[src/iack_host_pkg.sv]
// Constants and carriers for the interrupt acknowledge host controller.
// Assumes a 16-bit device register port and a 32-bit Avalon-MM slave.
package iack_host_pkg;

  // ----------------------------------------------------------------------
  // Avalon register map (byte addresses)
  // ----------------------------------------------------------------------
  localparam logic [7:0] AV_CTRL   = 8'h00;
  localparam logic [7:0] AV_LEVEL  = 8'h04;
  localparam logic [7:0] AV_SETUP  = 8'h08;
  localparam logic [7:0] AV_VECTOR = 8'h0C;
  localparam logic [7:0] AV_STRAP  = 8'h10;
  localparam logic [7:0] AV_STATUS = 8'h14;

  localparam int CTRL_START    = 0;
  localparam int CTRL_RAISE    = 1;
  localparam int CTRL_DEV_AUTOVECTOR_REQUEST = 2;
  localparam int CTRL_EXT_AUTOVECTOR_REQUEST = 3;
  localparam int CTRL_ANY      = 4;
  localparam int SU_WAITS_LSB  = 0;
  localparam int SU_PORT16     = 4;
  localparam int SU_CS_LSB     = 8;
  localparam int SU_DCS_LSB    = 12;
  localparam int ST_BUSY       = 0;
  localparam int ST_DONE       = 1;
  localparam int ST_ERR        = 2;
  localparam int ST_PEND       = 3;
  localparam int ST_CNT_LSB    = 8;

  localparam logic [7:0] STRAP_RESET = 8'hFF;
  localparam logic [7:0] STRAP_UPPER = 8'hFF;
  localparam logic [7:0] VECTOR_PAD  = 8'hFF;

  // ----------------------------------------------------------------------
  // Device register port
  // ----------------------------------------------------------------------
  localparam logic [7:0] DEV_PAR0    = 8'h44;
  localparam logic [7:0] DEV_PAR1    = 8'h46;
  localparam logic [7:0] DEV_CS0_BAR = 8'h4C;
  localparam logic [7:0] DEV_OPT_OFS = 8'h02;
  localparam logic [3:0] CS_PAR0_LAST  = 4'h5;
  localparam logic [3:0] CS_PAR1_FIRST = 4'h6;
  localparam logic [3:0] CS_LAST       = 4'hA;

  localparam int           BAR_ONES_LSB = 3;
  localparam logic [12:0]  BAR_ONES     = 13'h1FFF;
  localparam logic [2:0]   BLK_64K      = 3'h3;

  localparam int OPT_MODE      = 15;
  localparam int OPT_BYTE_LSB  = 13;
  localparam int OPT_RW_LSB    = 11;
  localparam int OPT_STROBE_SOURCE_FIELD      = 10;
  localparam int OPT_DATA_SIZE_ACKNOWLEDGE_LSB = 6;
  localparam int OPT_SPACE_LSB = 4;
  localparam int OPT_IPL_LSB   = 1;
  localparam int OPT_AUTOVECTOR_REQUEST      = 0;

  localparam logic [1:0] BYTE_OFF   = 2'h0;
  localparam logic [1:0] BYTE_LOWER = 2'h1;
  localparam logic [1:0] BYTE_UPPER = 2'h2;
  localparam logic [1:0] BYTE_BOTH  = 2'h3;
  localparam logic [1:0] RW_READ    = 2'h1;
  localparam logic [1:0] RW_BOTH    = 2'h3;
  localparam logic [1:0] SPACE_CPU  = 2'h0;
  localparam logic       STROBE_SOURCE_FIELD_AS    = 1'h0;
  localparam logic       MODE_ASYNC = 1'h0;
  localparam logic [3:0] DATA_SIZE_ACKNOWLEDGE_EXTERNAL = 4'hF;

  localparam logic [1:0]  PA_DISCRETE = 2'h0;
  localparam logic [1:0]  PA_ALT      = 2'h1;
  localparam logic [1:0]  PA_CS8      = 2'h2;
  localparam logic [1:0]  PA_CS16     = 2'h3;
  localparam logic [15:0] PA_MASK     = 16'h0003;

  // ----------------------------------------------------------------------
  // Acknowledge cycle encoding and pins
  // ----------------------------------------------------------------------
  localparam logic [2:0] FC_CPU     = 3'h7;
  localparam logic [3:0] SPACE_IACK = 4'hF;
  localparam logic [2:0] IPL_ANY    = 3'h0;
  localparam logic [1:0] DATA_SIZE_ACKNOWLEDGE_N_16   = 2'h1;
  localparam logic [1:0] DATA_SIZE_ACKNOWLEDGE_N_8    = 2'h2;
  localparam logic [1:0] DATA_SIZE_ACKNOWLEDGE_N_IDLE = 2'h3;

  typedef struct packed {
    logic [3:0] cs_idx;
    logic [3:0] data_cs;
    logic       port16;
    logic       dev_autovector_request;
    logic       ext_autovector_request;
    logic       any_level;
    logic [2:0] level;
    logic [3:0] waits;
  } host_cfg_t;

  typedef struct packed {
    logic [7:0]  addr;
    logic [15:0] data;
  } dev_wr_t;

  typedef struct packed {
    dev_wr_t par;
    dev_wr_t bar;
    dev_wr_t opt;
  } cs_words_t;

endpackage

[src/cs_word_builder.sv]
// Builds the three device register words for one acknowledge chip select.
// Assumes pin assignment registers still hold their strap reset values.
`timescale 1ns/10ps
module cs_word_builder
  import iack_host_pkg::*;
(
  input  host_cfg_t  cfg,
  input  logic [7:0] strap,
  output cs_words_t  words
);

  // ----------------------------------------------------------------------
  // Pin assignment shadow from strap levels
  // ----------------------------------------------------------------------
  logic [15:0] par0_strap;
  logic [15:0] par1_strap;
  logic [4:0]  hi_bit;

  assign par0_strap = {2'h0, strap[2], 1'b1, strap[2], 1'b1, strap[2], 1'b1,
                       strap[1], 1'b1, strap[1], 1'b1, strap[1], 1'b1,
                       1'b1, strap[0]};
  assign par1_strap[15:10] = 6'h00;

  genvar k;
  generate
    for (k = 0; k < 5; k++)
    begin : g_par1
      assign hi_bit[k] = &strap[7:3+k];
      assign par1_strap[2*k+1] = hi_bit[k];
      assign par1_strap[2*k] = 1'b1;
    end
  endgenerate

  // ----------------------------------------------------------------------
  // Selected field replacement
  // ----------------------------------------------------------------------
  logic        in_par0;
  logic [3:0]  par_pos;
  logic [4:0]  par_sh;
  logic [1:0]  new_fld;
  logic [15:0] par_base;

  assign in_par0  = cfg.cs_idx <= CS_PAR0_LAST;
  assign par_pos  = in_par0 ? 4'(cfg.cs_idx + 4'h1)
                            : 4'(cfg.cs_idx - CS_PAR1_FIRST);
  assign par_sh   = {par_pos, 1'b0};
  assign new_fld  = cfg.dev_autovector_request ? PA_ALT
                  : (cfg.port16 ? PA_CS16 : PA_CS8);
  assign par_base = in_par0 ? par0_strap : par1_strap;

  assign words.par.addr = in_par0 ? DEV_PAR0 : DEV_PAR1;
  assign words.par.data = (par_base & ~(PA_MASK << par_sh))
                        | (16'(new_fld) << par_sh);

  // ----------------------------------------------------------------------
  // Base and option words
  // ----------------------------------------------------------------------
  logic [7:0]  bar_addr;
  logic [15:0] opt_w;

  assign bar_addr        = 8'(DEV_CS0_BAR + {cfg.cs_idx, 2'b00});
  assign words.bar.addr  = bar_addr;
  assign words.bar.data  = {BAR_ONES, BLK_64K};
  assign words.opt.addr  = 8'(bar_addr + DEV_OPT_OFS);
  assign words.opt.data  = opt_w;

  always_comb
  begin
    opt_w = 16'h0000;
    opt_w[OPT_MODE] = MODE_ASYNC;
    opt_w[OPT_BYTE_LSB +: 2] = cfg.dev_autovector_request ? BYTE_BOTH
                             : (cfg.port16 ? BYTE_LOWER : BYTE_UPPER);
    opt_w[OPT_RW_LSB +: 2] = cfg.dev_autovector_request ? RW_BOTH : RW_READ;
    opt_w[OPT_STROBE_SOURCE_FIELD] = STROBE_SOURCE_FIELD_AS;
    opt_w[OPT_DATA_SIZE_ACKNOWLEDGE_LSB +: 4] = cfg.waits;
    opt_w[OPT_SPACE_LSB +: 2] = SPACE_CPU;
    opt_w[OPT_IPL_LSB +: 3] = cfg.any_level ? IPL_ANY : cfg.level;
    opt_w[OPT_AUTOVECTOR_REQUEST] = cfg.dev_autovector_request;
  end

endmodule

[src/iack_host_ctrl.sv]
// Host controller: programs an acknowledge chip select, raises an external
// interrupt and answers the acknowledge cycle, and drives reset straps.
// Assumes device pins synchronous to core_clk and one Avalon-MM master.
`timescale 1ns/10ps
module iack_host_ctrl
  import iack_host_pkg::*;
(
  input  wire logic        core_clk,
  input  wire logic        rst_n,
  input  wire logic [7:0]  address,
  input  wire logic        read,
  input  wire logic        write,
  input  wire logic [31:0] writedata,
  input  wire logic [3:0]  byteenable,
  output logic      [31:0] readdata,
  output logic             waitrequest,
  output logic             cfg_wr,
  output logic      [7:0]  cfg_addr,
  output logic      [15:0] cfg_wdata,
  input  wire logic        cfg_ack,
  input  wire logic        dev_reset_n,
  input  wire logic [2:0]  function_code,
  input  wire logic [23:0] addr,
  input  wire logic        address_strobe_n,
  input  wire logic        cs_n,
  output logic             irq_n,
  output logic             autovector_request_n,
  output logic      [1:0]  data_size_acknowledge_n,
  input  wire logic [15:0] data_in,
  output logic      [15:0] data_out,
  output logic             data_oe
);

  // ----------------------------------------------------------------------
  // Reset release
  // ----------------------------------------------------------------------
  logic rst_meta;
  logic rst_sync_n;

  always_ff @(posedge core_clk or negedge rst_n)
  begin
    if (!rst_n)
    begin
      rst_meta   <= 1'b0;
      rst_sync_n <= 1'b0;
    end
    else
    begin
      rst_meta   <= 1'b1;
      rst_sync_n <= rst_meta;
    end
  end

  // ----------------------------------------------------------------------
  // Avalon slave
  // ----------------------------------------------------------------------
  host_cfg_t  cfg;
  logic [7:0] vector;
  logic [7:0] strap;
  logic       done;
  logic       err;
  logic       irq_pend;
  logic [7:0] ack_count;
  logic       busy;

  wire        wr_take  = write && !waitrequest;
  wire        wr_ctrl  = wr_take && address == AV_CTRL && byteenable[0];
  wire        wr_lvl   = wr_take && address == AV_LEVEL && byteenable[0];
  wire        wr_su_lo = wr_take && address == AV_SETUP && byteenable[0];
  wire        wr_su_hi = wr_take && address == AV_SETUP && byteenable[1];
  wire        wr_vec   = wr_take && address == AV_VECTOR && byteenable[0];
  wire        wr_strap = wr_take && address == AV_STRAP && byteenable[0];
  wire        wr_stat  = wr_take && address == AV_STATUS && byteenable[0];
  wire        start    = wr_ctrl && writedata[CTRL_START];
  wire        raise    = wr_ctrl && writedata[CTRL_RAISE];
  wire        clr_done = wr_stat && writedata[ST_DONE];
  wire        clr_err  = wr_stat && writedata[ST_ERR];

  wire [31:0] ctrl_rd  = {27'h0, cfg.any_level, cfg.ext_autovector_request, cfg.dev_autovector_request,
                          2'h0};
  wire [31:0] setup_rd = {16'h0, cfg.data_cs, cfg.cs_idx, 3'h0, cfg.port16,
                          cfg.waits};
  wire [31:0] stat_rd  = {16'h0, ack_count, 4'h0, irq_pend, err, done, busy};
  wire [31:0] rd_mux   = address == AV_CTRL   ? ctrl_rd
                       : address == AV_LEVEL  ? {29'h0, cfg.level}
                       : address == AV_SETUP  ? setup_rd
                       : address == AV_VECTOR ? {24'h0, vector}
                       : address == AV_STRAP  ? {24'h0, strap}
                       : address == AV_STATUS ? stat_rd
                       : 32'h0000_0000;

  always_ff @(posedge core_clk or negedge rst_sync_n)
  begin
    if (!rst_sync_n)
    begin
      waitrequest <= 1'b1;
      readdata    <= 32'h0000_0000;
    end
    else
    begin
      waitrequest <= !((read || write) && waitrequest);
      readdata    <= rd_mux;
    end
  end

  always_ff @(posedge core_clk or negedge rst_sync_n)
  begin
    if (!rst_sync_n)
    begin
      cfg    <= '0;
      vector <= 8'h00;
      strap  <= STRAP_RESET;
    end
    else
    begin
      if (wr_ctrl)
      begin
        cfg.dev_autovector_request  <= writedata[CTRL_DEV_AUTOVECTOR_REQUEST];
        cfg.ext_autovector_request  <= writedata[CTRL_EXT_AUTOVECTOR_REQUEST];
        cfg.any_level <= writedata[CTRL_ANY];
      end
      if (wr_lvl)
        cfg.level <= writedata[2:0];
      if (wr_su_lo)
      begin
        cfg.waits  <= writedata[SU_WAITS_LSB +: 4];
        cfg.port16 <= writedata[SU_PORT16];
      end
      if (wr_su_hi)
      begin
        cfg.cs_idx  <= writedata[SU_CS_LSB +: 4];
        cfg.data_cs <= writedata[SU_DCS_LSB +: 4];
      end
      if (wr_vec)
        vector <= writedata[7:0];
      if (wr_strap)
        strap <= writedata[7:0];
    end
  end

  // ----------------------------------------------------------------------
  // Configuration writes to the device
  // ----------------------------------------------------------------------
  typedef enum logic [1:0] {
    CFG_IDLE = 2'b00,
    CFG_PAR  = 2'b01,
    CFG_BAR  = 2'b10,
    CFG_OPT  = 2'b11
  } cfg_state_t;

  cfg_state_t cfg_state;
  cfg_state_t next_cfg_state;
  cs_words_t  words;
  // Start acts a cycle late so mode bits of the same write reach the words
  logic       start_q;

  cs_word_builder u_words (
    .cfg   (cfg),
    .strap (strap),
    .words (words)
  );

  wire conflict = cfg.cs_idx == cfg.data_cs || cfg.cs_idx > CS_LAST;
  wire go       = cfg_state == CFG_IDLE && start_q && !conflict;
  wire refuse   = cfg_state == CFG_IDLE && start_q && conflict;
  wire step     = cfg_state != CFG_IDLE && cfg_ack;
  wire finish   = cfg_state == CFG_OPT && cfg_ack;
  assign busy   = cfg_state != CFG_IDLE;

  always_comb
  begin
    next_cfg_state = cfg_state;
    case (cfg_state)
      CFG_IDLE: if (go) next_cfg_state = CFG_PAR;
      CFG_PAR:  if (cfg_ack) next_cfg_state = CFG_BAR;
      CFG_BAR:  if (cfg_ack) next_cfg_state = CFG_OPT;
      CFG_OPT:  if (cfg_ack) next_cfg_state = CFG_IDLE;
      default:  next_cfg_state = CFG_IDLE;
    endcase
  end

  wire     next_cfg_wr = next_cfg_state != CFG_IDLE;
  dev_wr_t next_wr;
  assign next_wr = next_cfg_state == CFG_PAR ? words.par
                 : next_cfg_state == CFG_BAR ? words.bar : words.opt;

  always_ff @(posedge core_clk or negedge rst_sync_n)
  begin
    if (!rst_sync_n)
    begin
      cfg_state <= CFG_IDLE;
      start_q   <= 1'b0;
      cfg_wr    <= 1'b0;
      cfg_addr  <= 8'h00;
      cfg_wdata <= 16'h0000;
    end
    else
    begin
      cfg_state <= next_cfg_state;
      start_q   <= start;
      cfg_wr    <= next_cfg_wr;
      if (go || step)
      begin
        cfg_addr  <= next_wr.addr;
        cfg_wdata <= next_wr.data;
      end
    end
  end

  // ----------------------------------------------------------------------
  // Interrupt request and acknowledge answer
  // ----------------------------------------------------------------------
  typedef enum logic {
    RSP_IDLE = 1'b0,
    RSP_HOLD = 1'b1
  } rsp_state_t;

  rsp_state_t rsp_state;

  wire iack_cycle = function_code == FC_CPU && addr[19:16] == SPACE_IACK
                  && &addr[23:20] && &addr[15:4] && addr[0]
                  && addr[3:1] == cfg.level;
  wire need_cs    = !cfg.dev_autovector_request;
  wire hit        = rsp_state == RSP_IDLE && irq_pend && done
                  && !address_strobe_n && iack_cycle
                  && (!need_cs || !cs_n);
  wire vec_self   = cfg.waits == DATA_SIZE_ACKNOWLEDGE_EXTERNAL;
  wire drive_vec  = hit && need_cs && !cfg.ext_autovector_request;
  wire as_end     = rsp_state == RSP_HOLD && address_strobe_n;
  wire strap_on   = !dev_reset_n;

  wire [15:0] vec_word = cfg.port16 ? {VECTOR_PAD, vector}
                                    : {vector, VECTOR_PAD};
  wire [1:0]  vec_ack  = cfg.port16 ? DATA_SIZE_ACKNOWLEDGE_N_16 : DATA_SIZE_ACKNOWLEDGE_N_8;

  always_ff @(posedge core_clk or negedge rst_sync_n)
  begin
    if (!rst_sync_n)
    begin
      rsp_state <= RSP_IDLE;
      irq_pend  <= 1'b0;
      irq_n     <= 1'b1;
      ack_count <= 8'h00;
      done      <= 1'b0;
      err       <= 1'b0;
      autovector_request_n    <= 1'b1;
      data_size_acknowledge_n <= DATA_SIZE_ACKNOWLEDGE_N_IDLE;
      data_out  <= 16'h0000;
      data_oe   <= 1'b0;
    end
    else
    begin
      done <= finish || (done && !clr_done);
      err  <= refuse || (err && !clr_err);
      irq_pend <= raise || (irq_pend && !as_end);
      irq_n    <= !(raise || (irq_pend && !as_end));
      if (hit)
        rsp_state <= RSP_HOLD;
      else if (as_end)
        rsp_state <= RSP_IDLE;
      if (as_end)
        ack_count <= 8'(ack_count + 8'h01);
      if (hit && need_cs && cfg.ext_autovector_request)
        autovector_request_n <= 1'b0;
      else if (as_end)
        autovector_request_n <= 1'b1;
      if (drive_vec && vec_self)
        data_size_acknowledge_n <= vec_ack;
      else if (as_end)
        data_size_acknowledge_n <= DATA_SIZE_ACKNOWLEDGE_N_IDLE;
      if (strap_on)
      begin
        data_out <= {STRAP_UPPER, strap};
        data_oe  <= 1'b1;
      end
      else if (drive_vec)
      begin
        data_out <= vec_word;
        data_oe  <= 1'b1;
      end
      else if (as_end || rsp_state == RSP_IDLE)
        data_oe  <= 1'b0;
    end
  end

  wire opt_wr = cfg_wr && cfg_state == CFG_OPT;
endmodule

[config.mk]
export PLATFORM = sky130hd
export DESIGN_NAME = iack_host_ctrl
export DESIGN_NICKNAME = d
export VERILOG_FILES = /design/src/iack_host_pkg.sv /design/src/cs_word_builder.sv /design/src/iack_host_ctrl.sv
export SDC_FILE = /design/constraint.sdc
export NUM_CORES = 1
export LEC_CHECK = 0
export BUFFER_PORTS_ARGS = -buffer_cell sky130_fd_sc_hd__clkbuf_2
export CAP_MARGIN = 5
export CORE_MARGIN = 3
export CORE_UTILIZATION = 40
export DETAILED_ROUTE_END_ITERATION = 8
export SKIP_CTS_REPAIR_TIMING = 1
export SYNTH_ARGS = -nofsm -noshare
export SYNTH_HDL_FRONTEND = slang
export SYNTH_SLANG_ARGS = --single-unit
[constraint.sdc]
create_clock -name core_clk -period 6.32 [get_ports core_clk]
set_clock_uncertainty 0.15 [all_clocks]
set_input_delay 0.948 -clock core_clk [delete_from_list [all_inputs] [get_ports core_clk]]
set_output_delay 0.948 -clock core_clk [all_outputs]
set_load 0.01 [all_outputs]
* Yosys cells after proc, flatten, opt, wreduce, memory -nomap -nowiden
Index checks and enable logic that the tools add are counted.
** Cells by class
- Add/sub/neg operators :: 5
- Magnitude comparators :: 2
- Equal/unequal tests :: 17
- Shift operators :: 2
- Multiplexer cells :: 34
- Bitwise logic cells :: 4
- Reductions and logical operators :: 74
** Operators with widths (number)
- 16-bit two-way mux :: 9
- 24-bit two-way mux :: 2
- 1-bit logical AND :: 42
- 2-bit two-way mux :: 11
- 16-bit bitwise AND :: 1
- 8-bit by 4-bit equality test with 1-bit output, second input constant :: 2
- 8-bit by 5-bit equality test with 1-bit output, second input constant :: 2
- 16-bit inverter :: 1
- 16-bit bitwise OR :: 1
- 2-bit by 5-bit << shifter with 16-bit output :: 1
- 2-bit by 5-bit << shifter with 16-bit output, first input constant :: 1
- 14-bit two-way mux :: 1
- 12-bit AND reduction :: 1
- 1-bit zero test :: 11
- 2-bit nonzero test :: 5
- 7-bit by 6-bit adder with 8-bit output, first input constant :: 1
- 8-bit by 1-bit adder with 8-bit output, second input constant :: 1
- 8-bit by 2-bit adder with 8-bit output, second input constant :: 1
- 4-bit equality test, second input constant :: 2
- 8-bit by 3-bit equality test with 1-bit output, second input constant :: 1
- 8-bit zero test :: 1
- 1-bit logical OR :: 8
- 1-bit two-way mux :: 8
- 2-bit one-hot mux with 4 select lines :: 1
- other kinds (19) :: 23
** Storage, ports and cells
- Bits in registers :: 115
- Input bits :: 95
- Output and inout port bits :: 79
- Logic and storage cells :: 167

* Longest topological paths before layout
- Depth after elaboration :: 12
- Mapped depth :: 10
- Gate-level depth less buffers :: 8

* By module
Synthesis repeated with hierarchy kept, for this count alone.
** Second synthesis, totals
- Cells, all modules :: 619
- Area, all modules :: 6498.7 um^2
** By module, submodules not included
- iack_host_ctrl :: times used 1, cells each 471, area an instance 5495.3 um^2, seq. area each 2894.0 um^2
- cs_word_builder :: times used 1, cells each 148, area an instance 1003.5 um^2, seq. area each 0.0 um^2

* Worst setup path after synthesis
OpenSTA, ideal clock, no wires.
- Path type :: input port to flip-flop
- From :: in address[7]
- To :: reg cfg[11] (netlist name)
- Library setup time :: 0.125 ns
- Data arrival time :: 2.758 ns
- Path slack :: 3.288 ns
- Stages on the path :: 7
- Path buffers :: 2
- Cells stage by stage :: or4_4 > or3_1 > buf_6 > nor2_4 > and3_1 > buf_4 > mux2_2
** Between the ends
- Longest elaborated chain between the ends :: 3
** Ends and longest elaborated chain
- from (decl) :: RTL line iack_host_ctrl.sv:10 : input wire logic [7:0] address,
- 8-bit by 4-bit equality test with 1-bit output :: RTL line iack_host_ctrl.sv:70 : wire wr_su_hi = wr_take && address == AV_SETUP && byteenable[1];
- 1-bit logical AND (2 in series) :: RTL line iack_host_ctrl.sv:70
Every way passes these cells.
A chain may end at the register's enable or synchronous reset.

* Worst setup path after layout
- From :: in address[7]
- To :: reg cfg[12] (netlist name)
** Between the ends
- Longest elaborated chain between the ends :: 3
** Ends and longest elaborated chain (RTL line)
- 8-bit by 4-bit equality test with 1-bit output :: iack_host_ctrl.sv:70
- 1-bit logical AND (2 in series) :: iack_host_ctrl.sv:70
Every way passes these cells.

==> out/metrics.yaml <==
route:
  route.detailed.drc: 0
  via_count: 4650
  dr.pass1.iters: 6
  wl_um: 15100
  via_per_inst: 5.39
  post_drt_wl_per_cell_um: 17.5
  drt-initial-drc-count: 361
  ant_nets: 0
synth:
  synth_top_family_by_area: "simple AND/OR/NAND/NOR gates"
  synth-compound-area-share: 0.132
  yosysTopAreaCellShare: 0.434
  syn_area_um2: 5820
  yosys.area_share.simple: 0.165
  postSynthCellCount: 555
  ys_warn_count: 0
  synthArstFlopShare: 1.00
  yosysMostFrequentCell: "dfrtp_1"
  synthAdderAreaFrac: 0.0172
  synth-edff-count: 0
  synth_area_leaders: "dfrtp_1 43%, mux2_2 7.9%, dfstp_2 5.9%"
  ys_types: 62
  synth_seq_cells: 114
  synthMuxAreaShare: 0.114
  yosys-top-cells-count: "101 x dfrtp_1, 52 x nor2_1, 42 x nand2_1"
  synth-seq-area-share: 0.493
  synthXorXnorAreaFrac: 0.0256
  ys.flop_type: "dfrtp_1"
  yosysTopAreaCell: "dfrtp_1"
  postSynthAreaPerCell_um2: 10.5
setup_path:
  critical_path_arrival_ns: 3.22
  worst-path-buf-inv: 1
  r2r_end: "data_out[6]"
  crit_chain: "clkbuf_2, or4_4, or3_1, nor2_4, and3_1, mux2_2"
  critPathSlowestCell: "or4_4"
  r2r_start: "cfg[9]"
  r2r_cells: 7
  worstSetupPathType: "in -> reg"
  regToRegSetupSlack_ns: 3.25
  crit_required_ns: 6.47
  cp-start-kind: "input port"
  cp-end-kind: "flip-flop"
  critical-path-max-stage-delay_ns: 0.54
  cpLargestDelayFamily: "simple AND/OR/NAND/NOR gates"
  cp_max_fo: 10
timing:
  fin_setup_tns_ns: 0
  min_period_ns: 3.07
  finalHoldViolations: 0
  setup_viol: 0
  period_share: 0.486
  rsz0062_at_grt: "no"
  tightest_slew_ns: 0.857
  slew-limit-headroom: 0.429
  maxSlewViolCount: 0
  fmax_mhz: 325
floorplanning:
  die_area_um2: 16000
  core_area_um2: 14000
  die_y_um: 127
  fp.dieW_um: 127
  rows: 43
  start_util: 0.414
  ios: 174
power_and_ir_drop:
  power_density_nw_per_um2: 303
  ir_worst_vdd_v: 0.000166
  leakage_nw: 3.29
final_layout:
  area_growth_pct: 20.9
  layout-drive-gt1-share: 0.326
  nets: 772
  num_antenna_cells: 0
  stdcell_count: 862
job:
  drv_cap: 0
global_routing:
  grt_first_pass_wirelength_um: 24500
  grt_max_degree: 64
  met1_usage: 0.254
  global_route.usage.met3: 0.0568
  grt_pass1_vias: 4705
  antenna_found_initial: 0
  busiest_layer: "met2"
  grt_use_met2: 0.305
  overflow: 0
  grt_usage: 0.193
clocking:
  clock-sinks: 114
  cts_inserted_buffers: 17
  root_buffer: "clkbuf_16"
  clk_path_buf_depth: 2
  cts_max_level: 4
  cts_tree: "built"
  clock_latency_ns: 0.41
  clk_pin_slew_worst_paths_ns: 0.05
place:
  dpl.cell_count: 830
  dpl.hpwl_um: 11100
  portBuffers: 122
  gp_congestion: 0.888
hold_path:
  hp-class: "in -> async"
outcome:
  status: "complete, no violations"
==> stage by stage <==
stage	util	hold WS [ns]	area [um^2]	total power, mW	worst slack, ns
floorplan	-	0.181	5880	1.08	2.78
detailed placement	0.461	0.192	6480	1.23	2.82
global route	0.501	0.145	7040	2.23	3.01
finish	0.501	0.156	7040	2.13	3.25
CTS	0.501	0.147	7040	2.15	3.21
global placement	0.461	0.189	6480	1.22	2.85
==> power breakdown <==
part | total (mW) | switching (mW) | internal, mW
sequential | 0.888 | 0.0764 | 0.811
combinational | 0.330 | 0.199 | 0.131
clock | 0.912 | 0.314 | 0.598
==> sequential cells by signal (all words and copies together), names as in the netlist, 2 cells and up <==
register,flops
data_size_acknowledge_n,2
cfg_addr,7
ack_count,8
vector,8
readdata,16
strap,8
cfg_state,2
cfg_wdata,16
cfg,19
data_out,16
==> worst max path at each step <==
| stage | start | endpoint | slack [ns] | depth (start not counted) |
|---|---|---|---|---|
| global route | cfg[9] | data_out[6] | 3.01 | 7 |
| finish | address[7] | cfg[12] | 3.25 | 6 |
| CTS | cfg[9] | data_out[6] | 3.21 | 7 |
| floorplan | rst_sync_n | ack_count[0] | 2.78 | 0 |
| detailed placement | address[7] | cfg[12] | 2.82 | 6 |
| global placement | address[7] | cfg[12] | 2.85 | 6 |
==> layout by cell type, fill, tap and decap left out, drive strengths merged, types with 8 or more instances in the layout <==
cell type / instances
a21oi: 21
a22o: 11
clkbuf: 149
conb: 18
dfrtp: 101
dfstp: 13
ha: 8
inv: 11
mux2: 49
mux2i: 8
nand2: 42
nand2b: 11
nand3: 11
nand4: 9
nor2: 53
nor3b: 12
o21ai: 37
xnor2: 10
==> logic make-up after synthesis <==
group	Yosys count
buffers and inverters	56
muxes	57
DFF	114
other	2
xor gates and xnor gates	17
adders and majority gates	8
AOI/OAI and AO/OA	119
and+or+nand+nor	182
==> layout make-up <==
class                      instances  area, um^2
clock inverter                     5        77.6
inverter                          11        41.3
sequential                       114        2870
tap                              180         225
timing repair buffer             124         626
multi-input combinational        401        2710
clock buffer                      27         483
fill                            1268        7010
==> routing by layer <==
metal	vias up	share of wire
li1	2189	-
met1	2285	0.44
met2	147	0.48
met3	29	0.059
met4	0	0.021
met5	-	0
Note: power is estimated with default switching activity, not from simulation.
